[config.mk]
export PLATFORM = sky130hd
export DESIGN_NAME = cpsr_regs
export DESIGN_NICKNAME = d
export VERILOG_FILES = /design/src/cpsr_pkg.sv /design/src/cpsr_regs.sv /design/src/cpsr_parity.sv /design/src/cpsr_alu_flags.sv
export VERILOG_INCLUDE_DIRS = /design/src
export SDC_FILE = /design/constraint.sdc
export NUM_CORES = 1
export LEC_CHECK = 0
export BUFFER_PORTS_ARGS = -buffer_cell sky130_fd_sc_hd__buf_2
export CAP_MARGIN = 10
export CORE_MARGIN = 2
export CORE_UTILIZATION = 50
export CTS_CLUSTER_SIZE = 10
export DETAILED_ROUTE_END_ITERATION = 10
export MAX_ROUTING_LAYER = met4
export PLACE_DENSITY_LB_ADDON = 0.2
export SLEW_MARGIN = 40
export SYNTH_ARGS = -nofsm -noshare
export SYNTH_HDL_FRONTEND = slang
export SYNTH_SLANG_ARGS = --single-unit
[constraint.sdc]
create_clock -name pclk -period 11.55 [get_ports pclk]
set_input_delay 2.31 -clock pclk [delete_from_list [all_inputs] [get_ports pclk]]
set_output_delay 2.31 -clock pclk [all_outputs]
set_load 0.1 [all_outputs]
[src/cpsr_defs.svh]
`ifndef CPSR_DEFS_SVH
`define CPSR_DEFS_SVH

// ==========================================================
// Register indices; byte address is four times the index
`define CPSR_IDX_SP      8'h81
`define CPSR_IDX_DPL     8'h82
`define CPSR_IDX_DPH     8'h83
`define CPSR_IDX_PSW     8'hd0
`define CPSR_IDX_ACC     8'he0
// Reserved indices, answered as unmapped
`define CPSR_IDX_RSV_LO  8'h97
`define CPSR_IDX_RSV_HI  8'hf5

// ==========================================================
// Reset values
`define CPSR_RST_SP      8'h07
`define CPSR_RST_ZERO    8'h00

// ==========================================================
// Status word field positions
`define CPSR_PSW_CY      7
`define CPSR_PSW_AC      6
`define CPSR_PSW_F0      5
`define CPSR_PSW_BANK_HI 4
`define CPSR_PSW_BANK_LO 3
`define CPSR_PSW_OV      2
`define CPSR_PSW_F1      1
`define CPSR_PSW_PAR     0

// ==========================================================
// Arithmetic limits and bank layout
`define CPSR_MUL_MAX     16'h00ff
`define CPSR_BANK_SHIFT  3

`endif

[src/cpsr_pkg.sv]
package cpsr_pkg;

   // ==========================================================
   // Datapath operation kinds
   typedef enum logic [2:0] {
      CPSR_OP_NONE,
      CPSR_OP_ADD,
      CPSR_OP_ADD_WITH_CARRY_OP,
      CPSR_OP_SUBTRACT_BORROW_OP,
      CPSR_OP_MUL,
      CPSR_OP_DIV
   } cpsr_op_e;

   // Operation request from the datapath; operand a is the accumulator
   typedef struct packed {
      cpsr_op_e   op;
      logic [7:0] operand_b;
   } cpsr_exec_s;

   // Result and flags of one operation
   typedef struct packed {
      logic [7:0] result;
      logic       cy;
      logic       ac;
      logic       ov;
   } cpsr_flags_s;

   // Whole state of the register block
   typedef struct packed {
      logic [7:0]  sp;
      logic [7:0]  data_pointer_low;
      logic [7:0]  data_pointer_high;
      logic [7:0]  acc;
      logic        cy;
      logic        ac;
      logic        f0;
      logic [1:0]  bank;
      logic        ov;
      logic        f1;
      logic        parity;
      logic [4:0]  bank_base;
      logic [31:0] prdata;
      logic        pready;
      logic        pslverr;
      logic        stk_we;
      logic [7:0]  stk_addr;
      logic [7:0]  stk_data;
   } cpsr_state_s;

endpackage

[src/cpsr_regs.sv]
`timescale 1ns/1ps
`include "cpsr_defs.svh"

module cpsr_regs
   import cpsr_pkg::*;
#(
   parameter int ADDR_W = 12
) (
   input  wire logic              pclk,
   input  wire logic              presetn,
   input  wire logic              psel,
   input  wire logic              penable,
   input  wire logic              pwrite,
   input  wire logic [ADDR_W-1:0] paddr,
   input  wire logic [31:0]       pwdata,
   input  wire logic [3:0]        pstrb,
   output logic [31:0]            prdata,
   output logic                   pready,
   output logic                   pslverr,
   input  wire cpsr_exec_s        exec,
   input  wire logic              acc_load,
   input  wire logic [7:0]        acc_value,
   input  wire logic              push_req,
   input  wire logic [7:0]        push_data,
   input  wire logic              pop_req,
   input  wire logic              data_pointer_word_load,
   input  wire logic [15:0]       data_pointer_word_value,
   output logic [15:0]            data_pointer_word,
   output logic [7:0]             stack_top_pointer,
   output logic [7:0]             program_status_word,
   output logic [7:0]             primary_operand_register,
   output logic [4:0]             bank_base,
   output logic                   stk_we,
   output logic [7:0]             stk_addr,
   output logic [7:0]             stk_data
);

   // ==========================================================
   // State and decode
   // stack pointer comes out of reset at seven
   localparam cpsr_state_s ST_RST = '{
      sp      : `CPSR_RST_SP,
      default : '0
   };

   cpsr_state_s q;
   cpsr_state_s d;
   cpsr_flags_s fl;
   logic [7:0]  idx;
   logic        hit;
   logic        access;
   logic        wr_commit;
   logic        sw_sp;
   logic        sw_dpl;
   logic        sw_dph;
   logic        sw_psw;
   logic        sw_acc;
   logic        arith;
   logic [7:0]  acc_nx;
   logic        par_nx;
   logic [31:0] rd_word;

   // Index from a word address; stray high or low bits miss
   assign idx    = paddr[9:2];
   assign access = psel && penable;

   // only five indices answer, all else is reserved
   always_comb begin
      unique case (idx)
         `CPSR_IDX_SP, `CPSR_IDX_DPL, `CPSR_IDX_DPH,
         `CPSR_IDX_PSW, `CPSR_IDX_ACC: begin
            hit = (paddr[1:0] == 2'b00) &&
                  (paddr[ADDR_W-1:10] == '0);
         end
         default: begin
            hit = 1'b0;
         end
      endcase
   end

   // Writes land on the edge that completes the access phase
   assign wr_commit = access && q.pready && pwrite && hit && pstrb[0];
   assign sw_sp     = wr_commit && (idx == `CPSR_IDX_SP);
   assign sw_dpl    = wr_commit && (idx == `CPSR_IDX_DPL);
   assign sw_dph    = wr_commit && (idx == `CPSR_IDX_DPH);
   assign sw_psw    = wr_commit && (idx == `CPSR_IDX_PSW);
   assign sw_acc    = wr_commit && (idx == `CPSR_IDX_ACC);
   assign arith     = exec.op != CPSR_OP_NONE;

   // ==========================================================
   // Read mux; narrow registers sit in the low byte
   always_comb begin
      rd_word = 32'h0000_0000;
      if (hit) begin
         unique case (idx)
            `CPSR_IDX_SP:  rd_word[7:0] = q.sp;
            `CPSR_IDX_DPL: rd_word[7:0] = q.data_pointer_low;
            `CPSR_IDX_DPH: rd_word[7:0] = q.data_pointer_high;
            `CPSR_IDX_PSW: rd_word[7:0] = program_status_word;
            `CPSR_IDX_ACC: rd_word[7:0] = q.acc;
            default:       rd_word[7:0] = 8'h00;
         endcase
      end
   end

   // ==========================================================
   // Arithmetic and parity helpers
   cpsr_alu_flags u_alu (
      .op    (exec.op),
      .a     (q.acc),
      .b     (exec.operand_b),
      .cy_in (q.cy),
      .flags (fl)
   );

   // Accumulator priority: software, then direct load, then arithmetic
   always_comb begin
      acc_nx = q.acc;
      if (arith) begin
         acc_nx = fl.result;
      end
      if (acc_load) begin
         acc_nx = acc_value;
      end
      if (sw_acc) begin
         acc_nx = pwdata[7:0];
      end
   end

   // Parity is taken from the next accumulator so it never lags
   cpsr_parity #(
      .WIDTH (8)
   ) u_par (
      .data (acc_nx),
      .odd  (par_nx)
   );

   // ==========================================================
   // Next state
   always_comb begin
      d        = q;
      d.pready = 1'b0;
      d.stk_we = 1'b0;
      // One wait state; data and error are latched with ready
      if (access && !q.pready) begin
         d.pready  = 1'b1;
         d.prdata  = rd_word;
         d.pslverr = !hit;
      end
      d.acc = acc_nx;
      d.parity = par_nx;
      // each of the five ops rewrites overflow
      if (arith) begin
         d.ov = fl.ov;
         d.cy = fl.cy;
         // nibble carry, cleared by multiply and divide
         d.ac = fl.ac;
      end
      // increment first, then write at new top
      if (push_req) begin
         d.sp       = q.sp + 8'h01;
         d.stk_we   = 1'b1;
         d.stk_addr = q.sp + 8'h01;
         d.stk_data = push_data;
      end else if (pop_req) begin
         d.sp = q.sp - 8'h01;
      end
      if (data_pointer_word_load) begin
         d.data_pointer_high = data_pointer_word_value[15:8];
         d.data_pointer_low = data_pointer_word_value[7:0];
      end
      // Software wins over the datapath in the same cycle
      if (sw_sp) begin
         d.sp = pwdata[7:0];
      end
      if (sw_dpl) begin
         d.data_pointer_low = pwdata[7:0];
      end
      if (sw_dph) begin
         d.data_pointer_high = pwdata[7:0];
      end
      if (sw_psw) begin
         d.cy   = pwdata[`CPSR_PSW_CY];
         d.ac   = pwdata[`CPSR_PSW_AC];
         d.f0   = pwdata[`CPSR_PSW_F0];
         d.bank = pwdata[`CPSR_PSW_BANK_HI:`CPSR_PSW_BANK_LO];
         d.ov   = pwdata[`CPSR_PSW_OV];
         d.f1   = pwdata[`CPSR_PSW_F1];
      end
      // bank base is eight bytes per bank
      d.bank_base = {d.bank, 3'b000};
   end

   // ==========================================================
   // State register
   always_ff @(posedge pclk or negedge presetn) begin
      if (!presetn) begin
         q <= ST_RST;
      end else begin
         q <= d;
      end
   end

   // ==========================================================
   // Outputs, all from flops
   assign prdata                   = q.prdata;
   assign pready                   = q.pready;
   assign pslverr                  = q.pslverr;
   assign data_pointer_word        = {q.data_pointer_high, q.data_pointer_low};
   assign stack_top_pointer        = q.sp;
   assign primary_operand_register = q.acc;
   assign bank_base                = q.bank_base;
   assign stk_we                   = q.stk_we;
   assign stk_addr                 = q.stk_addr;
   assign stk_data                 = q.stk_data;
   assign program_status_word = {q.cy, q.ac, q.f0, q.bank,
                                 q.ov, q.f1, q.parity};

   // ==========================================================
   // Checks
   logic [8:0]  chk_sum;
   logic [4:0]  chk_nib;
   logic [15:0] chk_prod;
   logic        chk_addov;
   logic        dp_quiet;

   assign chk_sum   = {1'b0, q.acc} + {1'b0, exec.operand_b};
   assign chk_nib   = {1'b0, q.acc[3:0]} + {1'b0, exec.operand_b[3:0]};
   assign chk_prod  = {8'h00, q.acc} * {8'h00, exec.operand_b};
   assign chk_addov = (q.acc[7] == exec.operand_b[7]) &&
                      (chk_sum[7] != q.acc[7]);
   assign dp_quiet  = !sw_psw && !sw_acc && !acc_load;
endmodule

[src/cpsr_parity.sv]
`timescale 1ns/1ps

// ==========================================================
// Odd-parity reduction over a word
module cpsr_parity #(
   parameter int WIDTH = 8
) (
   input  wire logic [WIDTH-1:0] data,
   output logic                  odd
);

   assign odd = ^data;

endmodule

[src/cpsr_alu_flags.sv]
`timescale 1ns/1ps
`include "cpsr_defs.svh"

// ==========================================================
// Result and flag computation for the arithmetic operations
module cpsr_alu_flags
   import cpsr_pkg::*;
(
   input  wire cpsr_op_e    op,
   input  wire logic [7:0]  a,
   input  wire logic [7:0]  b,
   input  wire logic        cy_in,
   output cpsr_flags_s      flags
);

   logic [8:0]  wide;
   logic [4:0]  nib;
   logic [15:0] prod;
   logic        cin;

   // One adder serves both adds, a separate subtractor the borrow op; divide by zero keeps a and sets overflow
   always_comb begin
      flags = '0;
      cin   = (op == CPSR_OP_ADD) ? 1'b0 : cy_in;
      wide  = '0;
      nib   = '0;
      prod  = {8'h00, a} * {8'h00, b};
      unique case (op)
         CPSR_OP_ADD, CPSR_OP_ADD_WITH_CARRY_OP: begin
            wide = {1'b0, a} + {1'b0, b} + {8'h00, cin};
            nib = {1'b0, a[3:0]} + {1'b0, b[3:0]} + {4'h0, cin};
            flags.result = wide[7:0];
            flags.cy     = wide[8];
            flags.ac     = nib[4];
            flags.ov = (a[7] == b[7]) && (wide[7] != a[7]);
         end
         CPSR_OP_SUBTRACT_BORROW_OP: begin
            wide = {1'b0, a} - {1'b0, b} - {8'h00, cin};
            nib = {1'b0, a[3:0]} - {1'b0, b[3:0]} - {4'h0, cin};
            flags.result = wide[7:0];
            flags.cy     = wide[8];
            flags.ac     = nib[4];
            flags.ov = (a[7] != b[7]) && (wide[7] != a[7]);
         end
         CPSR_OP_MUL: begin
            flags.result = prod[7:0];
            flags.ov = prod > `CPSR_MUL_MAX;
         end
         CPSR_OP_DIV: begin
            flags.result = (b == 8'h00) ? a : a / b;
            flags.ov     = (b == 8'h00);
         end
         CPSR_OP_NONE: begin
            flags.result = a;
         end
      endcase
   end

endmodule

# Word-level counts from Yosys, hierarchy flattened
# Index checks and enable logic that the tools add are counted.
# Widths: inputs -> output; s select.
[word_totals]
elab_cells = 94
reg_bits = 67
output_inout_bits = 96
[classes]
n_div = 1
n_eq_ne = 14
n_addsub = 10
mul = 1
reduce_logical = 28
mux = 22
n_lt_le_gt_ge = 1
[op_table]
columns = ["cell", "count"]
rows = [
  ["$mux 8", 10],
  ["$pmux 8 s5", 2],
  ["$eq 8x8->1 const B", 5],
  ["$mux 17", 1],
  ["$gt 16x8->1 const B", 1],
  ["$mul 8x8->16", 1],
  ["$mux 16", 1],
  ["$logic_and 1x1->1", 14],
  ["$add 8x8->9", 1],
  ["$add 9x1->9", 1],
  ["$sub 8x8->9", 1],
  ["$sub 9x1->9", 1],
  ["$add 8x1->8 const B", 1],
  ["$div 8x8->8", 1],
  ["$logic_not 8->1", 1],
  ["$reduce_xor 8->1", 1],
  ["$sub 8x1->8 const B", 1],
  ["$mux 7", 1],
  ["$eq 3x2->1 const B", 2],
  ["$eq 3x3->1 const B", 2],
  ["$reduce_bool 2->1", 3],
  ["$reduce_bool 3->1", 2],
  ["$add 4x4->5", 1],
  ["$add 5x1->5", 1],
  ["14 further kinds", 21],
]

# Depth between registers and ports, before layout
# Gate-level depths: netlist of the first run.
[logic_depth]
word_depth = 8
ltp_mapped = 57
mapped_depth_nobuf = 53

# Hierarchy
# Synthesis of the first run repeated with hierarchy kept, for this count alone.
[unflattened]
cells_unflattened = 997
area_unflattened_um2 = 8563.2
[by_module_without_submodules]
columns = ["mod", "cells_per_inst", "seq_area_each_um2", "area_per_inst_um2", "instances"]
rows = [
  ["cpsr_alu_flags", 629, 0.0, 4779.6, 1],
  ["cpsr_regs", 361, 1680.4, 3722.3, 1],
  ["cpsr_parity", 7, 0.0, 61.3, 1],
]

# Worst setup path after synthesis of the first run
# Ideal clock, no wire load.
[synth_path]
path_type = "input -> register"
startpoint = "in exec[7] (netlist name)"
endpoint = "reg q (netlist bit program_status_word[0])"
stages = 54
t_required_ns = 11.416
t_arrival_ns = 12.969
path_slack_ns = -1.553
path_cell_list = "buf_6 or3_1 buf_6 nor3_4 a21oi_1 a21oi_2 ha_1 o21a_1 nor2_1 nor2_1 mux2_2 ha_1 o21ai_0 a2111oi_4 mux2_4 ha_1 a21oi_1 a21boi_0 [18 not listed] o221ai_1 nor2b_1 o21ai_0 a21boi_0 o21ai_0 clkbuf_1 nand2_1 o21ai_0 ha_1 a21o_1 a211oi_1 o21ai_0 a211oi_1 a21oi_1 o22ai_1 a21oi_1 xnor2_1 xnor3_1"
[synth_rtl]
columns = ["item", "line_no", "source"]
rows = [
  ["start: declaration", "cpsr_regs.sv:20", "input wire cpsr_exec_s exec,"],
  ["end signal: assignment", "cpsr_regs.sv:198", "q <= ST_RST;"],
  ["end signal: assignment", "cpsr_regs.sv:200", "q <= d;"],
  ["end: declaration", "cpsr_regs.sv:46", "cpsr_state_s q;"],
]

==> impl_metrics.toml, run 1 <==
[run_status]
status = "complete, but fails checks"
violations = "setup timing"

[pwr]
intPower_uw = 1320
power_density_mw_per_mm2 = 265
seq_power_share_pct = 13.6
combinationalPowerShare_pct = 76.8
swShare_pct = 52.8
vdd_drop_max_mv = 0.279
p_switching_uw = 1480
p_leak_uw = 0.00523
power_frac_clock_pct = 9.6

[timing]
period_needed_ps = 11930
max_freq_mhz = 83.8
finalCritPeriodShare_pct = 103
rsz0062_at_grt = "yes"
tns_ps = -380
hold_slack_ps = 475
finClkSkew_ps = 5.96
setup_violations = 1
hold_viol = 0
tightestPinTransition_ps = 743
slew_headroom_pct = 50.4
worst_slack_ps = -380
slew_viol_final = 0

[clock_tree]
path_clk_slew_ps = 60
h-tree-depth = 3
cts_tree = "done"
cts_root_buf = "clkbuf_16"
clock_path_buffers = 2
numCtsBuffers = 9
cts_num_sinks = 67
clock_latency_ps = 330
postCtsHoldBufs = 0

[worst_hold_path]
hp-class = "reg -> reg"
holdPathStages = 2

[global_routing]
grt_pass1_vias = 7691
grt_max_degree = 68
antenna_found_initial = 1
overflow = 0
track_usage_pct = 29.0
grt_pass1_wl_mm = 40.3

[synthesis]
async_flop_share_pct = 100
netlist_area_sq_mm = 0.00851
syn_inst = 1022
synth_warnings = 0
ys_types = 72
synth_ff_type = "dfrtp_1"
avgSynthCellArea_sq_um = 8.33
ys_seq_elements = 67
synth-edff-count = 0
ys_seq_area_share_pct = 19.7

[drt]
via_per_inst = 5.57
drc = 0
wl_mm = 25.7
drtPass1Iterations = 7
ant_nets = 0
drt_iter0_markers = 543
routedWlPerCell_um = 17.9
num_vias = 8011

[floorplanning]
start_util_pct = 51.3
die_h_um = 134
die_x_um = 134
design.portCount = 196
core_sq_mm = 0.0166
die_area_sq_mm = 0.0181
rows = 47

[critical_path]
worstPathBufferInverterCount = 4
start_kind = "input pin"
cp.depth = 52
cp_max_fo = 8
max_stage_delay_ps = 430
cp-end-kind = "flip-flop"
cp.arrival_ps = 12140
slowest_stage = "or3_4"
cpMostUsedCell = "a21oi_2"
worstPathRequired_ps = 11760
critPathKind = "in -> reg"
critical-path-top-delay-family = "compound AO/OA/AOI/OAI gates"
reg2reg_depth = 47

[layout]
drive_gt1_share_pct = 28.9
stdcell_count = 1437
area_growth_pct = 24.4
finalCoreUtilization_pct = 63.9
num-fill-cells = 1466
final_design_area_no_fill_sq_mm = 0.0106
final_nets = 1451

[placed_design]
place_area_sq_mm = 0.00977
dp_hpwl_mm = 19.5
portBuffers = 141
dp_cells = 1394
gp_congestion = 1.01

[run]
drv_cap = 0
## cells in the final DEF, fill, tap and decap left out, types with 9 or more instances in the layout
cell       netlist  final
fa_1            40     40
buf_4           30     79
xnor2_1         35     35
mux2_4           5     11
a21oi_2          2      9
nand2b_1        12     12
nand2_1         81     78
nor3_1          24     21
ha_1           101     86
buf_6            3      9
mux2i_1         26     26
inv_1           99     99
ha_4             0     12
a21o_1          13     13
o21ai_0         60     51
mux2_2          25     19
dfrtp_1         64     64
conb_1           1     27
a21oi_1         70     63
clkbuf_16        0      9
buf_2            3    137
xor2_1          19     19
nand3_1         12     10
nor2_1         113    110
## cell type report
| type | count | area (sq um) | area share (%) |
|---|---|---|---|
| clock inverters | 5 | 52.6 | 0.496 |
| diodes | 2 | 5.00 | 0.0473 |
| repair buffers | 225 | 1380 | 13.0 |
| clock buffers | 11 | 243 | 2.29 |
| well taps | 220 | 275 | 2.60 |
| flip-flops and latches | 67 | 1680 | 15.9 |
| inverters | 102 | 383 | 3.62 |
| multi-input cells | 805 | 6570 | 62.1 |
## Yosys cell counts (all sizes together) (5+ instances only)
master | instances | share of area [%]
and3 | 5 | 0.37
or3 | 12 | 0.91
o31ai | 9 | 0.85
inv | 99 | 4.4
a21oi | 72 | 4.3
nor3 | 25 | 1.6
buf | 41 | 3.4
a21o | 13 | 1.1
nand4 | 5 | 0.37
nand2 | 81 | 3.6
a211oi | 10 | 0.88
dfrtp | 64 | 19
nand3 | 12 | 0.71
nor2 | 113 | 5.0
mux2 | 30 | 4.2
a222oi | 8 | 0.94
ha | 101 | 15
o21a | 10 | 0.88
o21ai | 61 | 3.6
a2111oi | 5 | 0.73
nand2b | 12 | 0.88
xor2 | 19 | 2.0
xnor2 | 35 | 3.6
clkbuf | 33 | 1.5
fa | 40 | 9.4
mux2i | 26 | 3.1
or2 | 5 | 0.37
nor2b | 8 | 0.59
a31oi | 7 | 0.69
o22ai | 5 | 0.37
## routing by layer
layer	GRT usage (%)	vias to the layer above	wire length, um
met5	-	-	0
met4	8.60	0	635
met3	3.27	47	1840
met2	45.5	304	12300
met1	39.8	3800	10900
li1	-	3860	-
## flip-flops by register name, summed over array words and instances (netlist names)
signal                    count
data_pointer_word            16
prdata                        8
primary_operand_register      8
stack_top_pointer             8
stk_addr                      8
stk_data                      8
program_status_word           6
bank_base                     2
pready                        1
pslverr                       1
stk_we                        1
## through the flow
stage,power (uW),setup slack [ps]
after floorplan,1940,-478
after global placement,2340,-1060
after detailed placement,2380,-1250
after CTS,2740,-420
after global routing,3040,-826
final,2800,-380
## cell families after synthesis
group	Yosys count	share of synthesized area, %
AOI/OAI and AO/OA	229	17.4
muxes	56	7.25
and+or+nand+nor	297	16.1
DFF	67	19.7
buffers and inverters	176	9.41
other	1	0.0441
xor gates and xnor gates	55	5.82
adders and majority gates	141	24.3
## power groups by stage
| stage | sequential (uW) | clock (uW) | combinational, uW |
|---|---|---|---|
| floorplan | 680 | 0 | 1260 |
| global placement | 378 | 0 | 1970 |
| detailed placement | 379 | 0 | 2000 |
| CTS | 376 | 273 | 2090 |
| global route | 386 | 284 | 2370 |
| finish | 380 | 269 | 2150 |
## final timing paths
path	start	endpoint	slack (ps)
min	prdata[3]	prdata[3]	470
min reg2reg	prdata[3]	prdata[3]	470
min in group asynchronous	presetn	data_pointer_word[3]	2070
max	exec[5]	program_status_word[0]	-380
max in group asynchronous	presetn	stk_data[3]	9050
max reg2reg	primary_operand_register[6]	program_status_word[0]	1640
## worst register-to-register path: cells and delay by family, from the launching register on
family | cells | cell delay (ps)
buffers and inverters | 3 | 510
multiplexers | 4 | 1290
XOR/XNOR | 2 | 380
adder cells (fa/ha/maj) | 7 | 1930
AND/OR/NAND/NOR | 9 | 1330
flip-flops | 1 | 730
AO/OA/AOI/OAI | 22 | 3600
## repair_timing
item / CTS / global route
endpoints found under the setup margin: 2 / 2
gates resized for setup: 37 / 28
buffers inserted: 16 / 9
pin swaps: 44 / 34
Note: power is estimated with default switching activity, not from simulation.
==> run 2, diff against run 1 <==
Settings changed: CORE_ASPECT_RATIO from default to 1.4.
==> impl_metrics.toml, run 2 (synthesis gave the netlist of run 1 again) <==
[run_status]
status = "complete, but fails checks"
violations = "setup timing"

[drt]
wl_met3_mm = 1.51
m1WireLength_mm = 9.88
met2WireLength_mm = 13.7
drtPass1Iterations = 6
top_layer = "met4"
drc = 0
wl_mm = 26.3
num_vias = 8161
via_per_inst = 5.71
routedWlPerCell_um = 18.4
drt_iter0_markers = 538
ant_nets = 0

[placed_design]
gp_congestion = 0.973
portBuffers = 141
dp_hpwl_mm = 20.3
place_area_sq_mm = 0.00975
dp_cells = 1378

[pwr]
p_total_uw = 2820
combinationalPowerShare_pct = 77.2
vdd_drop_max_mv = 0.244
p_leak_uw = 0.00527
power_frac_clock_pct = 9.5
swShare_pct = 52.4
power_density_mw_per_mm2 = 265
p_switching_uw = 1480
seq_power_share_pct = 13.3
intPower_uw = 1340

[clock_tree]
numCtsBuffers = 9
h-tree-depth = 3
cts_num_sinks = 67
cts_tree = "done"
clock_latency_ps = 330
path_clk_slew_ps = 50
cts_root_buf = "clkbuf_16"
clock_path_buffers = 2

[timing]
worst_slack_ps = -482
max_freq_mhz = 83.1
setup_violations = 2
finClkSkew_ps = 2.95
period_needed_ps = 12030
slew_headroom_pct = 42.5
finalCritPeriodShare_pct = 104
slew_viol_final = 0
hold_slack_ps = 475
rsz0062_at_grt = "yes"
tightestPinTransition_ps = 841
hold_viol = 0

[layout]
layout_commonest_cell = "buf_2"
drive_gt1_share_pct = 29.1
finalCoreUtilization_pct = 63.6
largest_register_ff_count = 16
area_growth_pct = 25.2
n_antenna_cell = 0
final_cell_mix = "buf_2 (139), nor2_1 (111), inv_1 (99), buf_4 (87), ha_1 (83)"
num-fill-cells = 1476
final_nets = 1461
stdcell_count = 1428
final_design_area_no_fill_sq_mm = 0.0107

[floorplanning]
design.portCount = 196
die_x_um = 114
die_area_sq_mm = 0.0181
start_util_pct = 50.8
rows = 56
core_sq_mm = 0.0167
die_h_um = 158

[global_routing]
overflow = 0
grt_pass1_wl_mm = 41.4
track_usage_pct = 30.1
grt_max_degree = 68
grt_pass1_vias = 8173
antenna_found_initial = 0

[critical_path]
max_stage_delay_ps = 410
start_kind = "input pin"
cp-end-kind = "flip-flop"
cp_max_fo = 6
cp.arrival_ps = 12240
slowest_stage = "or3_4"
critPathKind = "in -> reg"
cpMostUsedCell = "ha_4"
worstPathRequired_ps = 11760

[worst_hold_path]
hp-class = "reg -> reg"

[run]
drv_cap = 0
## run 2: cell count changes in the layout (fill, tap and decap cells not counted), sizes merged
cell   change
buf       +10
diode      -2
## run 2: routing by layer
layer / up-vias / track usage (%)
met5: - / -
met4: 0 / 13.7
met3: 78 / 3.54
met2: 339 / 55.2
met1: 3864 / 32.4
li1: 3880 / -
## run 2: power groups by stage
stage	clock (uW)	combinational (uW)	sequential [uW]
after floorplan	0	1260	680
after global placement	0	1970	374
after detailed placement	0	2000	376
after CTS	271	2090	374
after global routing	283	2390	381
final	269	2180	374
## run 2: path summary, 6_finish.rpt
path	from	end	slack (ps)	cells after the start
min	prdata[0]	prdata[0]	470	2
min in group asynchronous	presetn	stk_data[3]	2070	2
min reg2reg	prdata[0]	prdata[0]	470	2
max reg2reg	primary_operand_register[7]	program_status_word[0]	1440	50
max	exec[7]	program_status_word[0]	-480	52
max in group asynchronous	presetn	data_pointer_word[14]	9060	2
## run 2: cell type report
| class | instances | area [sq um] | share of cell area, % |
|---|---|---|---|
| multi-input combinational | 805 | 6600 | 61.9 |
| clock buffer | 11 | 243 | 2.28 |
| sequential | 67 | 1680 | 15.8 |
| clock inverter | 5 | 52.6 | 0.493 |
| tap | 203 | 254 | 2.38 |
| inverter | 102 | 383 | 3.59 |
| timing repair buffer | 235 | 1450 | 13.6 |
## run 2: critical path: cells and delay by family
kind | cells | cell delay [ps]
AND/OR/NAND/NOR | 8 | 1600
AO/OA/AOI/OAI | 22 | 3350
buffers and inverters | 7 | 910
multiplexers | 5 | 1590
adder cells (fa/ha/maj) | 7 | 1920
XOR/XNOR | 3 | 530
## run 2: stage by stage
| step | setup WS (ps) | setup TNS (ps) |
|---|---|---|
| 4_1_cts | -376 | -376 |
| 3_3_place_gp | -912 | -1420 |
| 3_5_place_dp | -1000 | -1620 |
| 2_1_floorplan | -478 | -596 |
| 6_report | -482 | -540 |
| 5_1_grt | -955 | -1450 |
## run 2: timing repair
| action | CTS | global route |
|---|---|---|
| gates cloned | 0 | 0 |
| resized for setup | 34 | 26 |
| endpoints found under the setup margin | 2 | 2 |
| hold buffers | 0 | 0 |
| buffers inserted | 20 | 15 |
| pin swaps | 39 | 45 |
==> run 3, diff against run 2 <==
Settings changed: REMOVE_ABC_BUFFERS from default to 1.
==> impl_metrics.toml, run 3 (synthesis gave the netlist of run 1 again) <==
[run_status]
violations = "setup timing"
status = "complete, but fails checks"

[timing]
finalCritPeriodShare_pct = 105
rsz0062_at_grt = "yes"
max_freq_mhz = 82.8
slew_viol_final = 0
period_needed_ps = 12070
setup_violations = 2
slew_headroom_pct = 49.1
hold_viol = 0
tightestPinTransition_ps = 757
finClkSkew_ps = 4.72
worst_slack_ps = -525

[pwr]
p_leak_uw = 0.00529
vdd_drop_max_mv = 0.258
p_total_uw = 2900
power_density_mw_per_mm2 = 272

[critical_path]
slowest_stage = "or3_4"
start_kind = "input pin"
cp_max_fo = 5
max_stage_delay_ps = 420
critPathLaunch = "exec[7]"
cp-end-kind = "flip-flop"
worstPathRequired_ps = 11760
cpMostUsedCell = "a21oi_2"
cp.arrival_ps = 12280
critPathKind = "in -> reg"
worstReg2RegStart = "primary_operand_register[7]"

[drt]
ant_nets = 0
drtPass1Iterations = 6
via_per_inst = 5.79
wl_mm = 26.4
wl_met3_mm = 1.55
drc = 0
m1WireLength_mm = 9.97
met2WireLength_mm = 13.5
num_vias = 8259
routedWlPerCell_um = 18.5
drt_iter0_markers = 546
top_layer = "met4"

[layout]
stdcell_count = 1427
largest_register_ff_count = 16
layout_commonest_cell = "buf_2"
final_cell_mix = "buf_2 (139), nor2_1 (110), inv_1 (99), ha_1 (87), buf_4 (87)"
drive_gt1_share_pct = 29.0
area_growth_pct = 25.3
num-fill-cells = 1445
final_nets = 1460
n_antenna_cell = 0

[floorplanning]
die_x_um = 114
rows = 56
die_h_um = 158
design.portCount = 196
core_sq_mm = 0.0167
die_area_sq_mm = 0.0181
start_util_pct = 50.8

[clock_tree]
path_clk_slew_ps = 60
postCtsHoldBufs = 0
numCtsBuffers = 9
clock_path_buffers = 2
clock_latency_ps = 340
h-tree-depth = 3
cts_root_buf = "clkbuf_16"
cts_tree = "done"
cts_num_sinks = 67

[global_routing]
track_usage_pct = 29.7
grt_max_degree = 68
overflow = 0
grt_pass1_wl_mm = 41.0
antenna_found_initial = 0
grt_pass1_vias = 8051

[worst_hold_path]
worstHoldStart = "prdata[5]"
hp-class = "reg -> reg"

[placed_design]
dp_hpwl_mm = 19.9
dp_cells = 1383
portBuffers = 141
gp_congestion = 0.933

[run]
drv_cap = 0
==> run 3: cell types whose count changed in the layout (fill, tap and decap cells not counted), sizes merged <==
cell | previous run | this run
buf | 235 | 234
bufinv | 1 | 3
clkbuf | 11 | 9
clkinv | 6 | 5
inv | 99 | 100
==> run 3: worst paths after layout <==
path / endpoint / slack, ps / depth (start not counted)
worst max-delay path: program_status_word[0] / -520 / 57
worst min-delay path: prdata[5] / 480 / 2
worst max register to register: program_status_word[0] / 1580 / 54
worst min register to register: prdata[5] / 480 / 2
max in group asynchronous: program_status_word[0] / 9050 / 2
min in group asynchronous: stk_data[3] / 2060 / 2
==> run 3: area by class of cell <==
type                            count  area, sq um  share of cell area [%]
Clock buffer                        9          225                    2.11
Clock inverter                      7          124                    1.16
Inverter                          102          383                    3.59
Multi-Input combinational cell    805         6560                    61.4
Sequential cell                    67         1680                    15.7
Tap cell                          203          254                    2.38
Timing Repair Buffer              234         1450                    13.6
==> run 3: repair_timing <==
action                     in CTS  in global routing
gates cloned                    0                  0
resized for setup              51                 35
setup buffers                  21                  7
setup endpoints to repair       2                  2
pin swaps                      30                 38
==> run 3: metrics by stage <==
step / worst slack, ps / util [%] / instance area [sq um] / hold slack (ps) / TNS (ps)
2_1_floorplan: -1810 / - / 8190 / 851 / -3120
3_3_place_gp: -1740 / 57.6 / 9640 / 459 / -2950
3_5_place_dp: -1890 / 57.6 / 9650 / 468 / -3240
4_1_cts: -249 / 62.1 / 10400 / 480 / -249
5_1_grt: -1020 / 63.7 / 10700 / 520 / -1700
6_report: -525 / 63.7 / 10700 / 477 / -771
==> run 3: critical path, delay by kind of cell <==
| kind | cells | cell delay, ps |
|---|---|---|
| multiplexers | 1 | 340 |
| XOR/XNOR | 2 | 400 |
| buffers and inverters | 6 | 930 |
| adder cells (fa/ha/maj) | 7 | 1840 |
| AO/OA/AOI/OAI | 29 | 4480 |
| AND/OR/NAND/NOR | 12 | 1990 |
==> run 3: per-layer routing <==
layer  global-route usage, %  up-vias
met4                    15.5        0
met5                       -        -
li1                        -     3878
met2                    52.7      348
met1                    32.4     3940
met3                    3.73       93
==> run 3: power by group <==
| part | total [uW] | internal [uW] | switching [uW] |
|---|---|---|---|
| Clock | 319 | 212 | 107 |
| Combinational | 2230 | 888 | 1340 |
| Sequential | 351 | 288 | 63.0 |
| Total | 2900 | 1390 | 1510 |
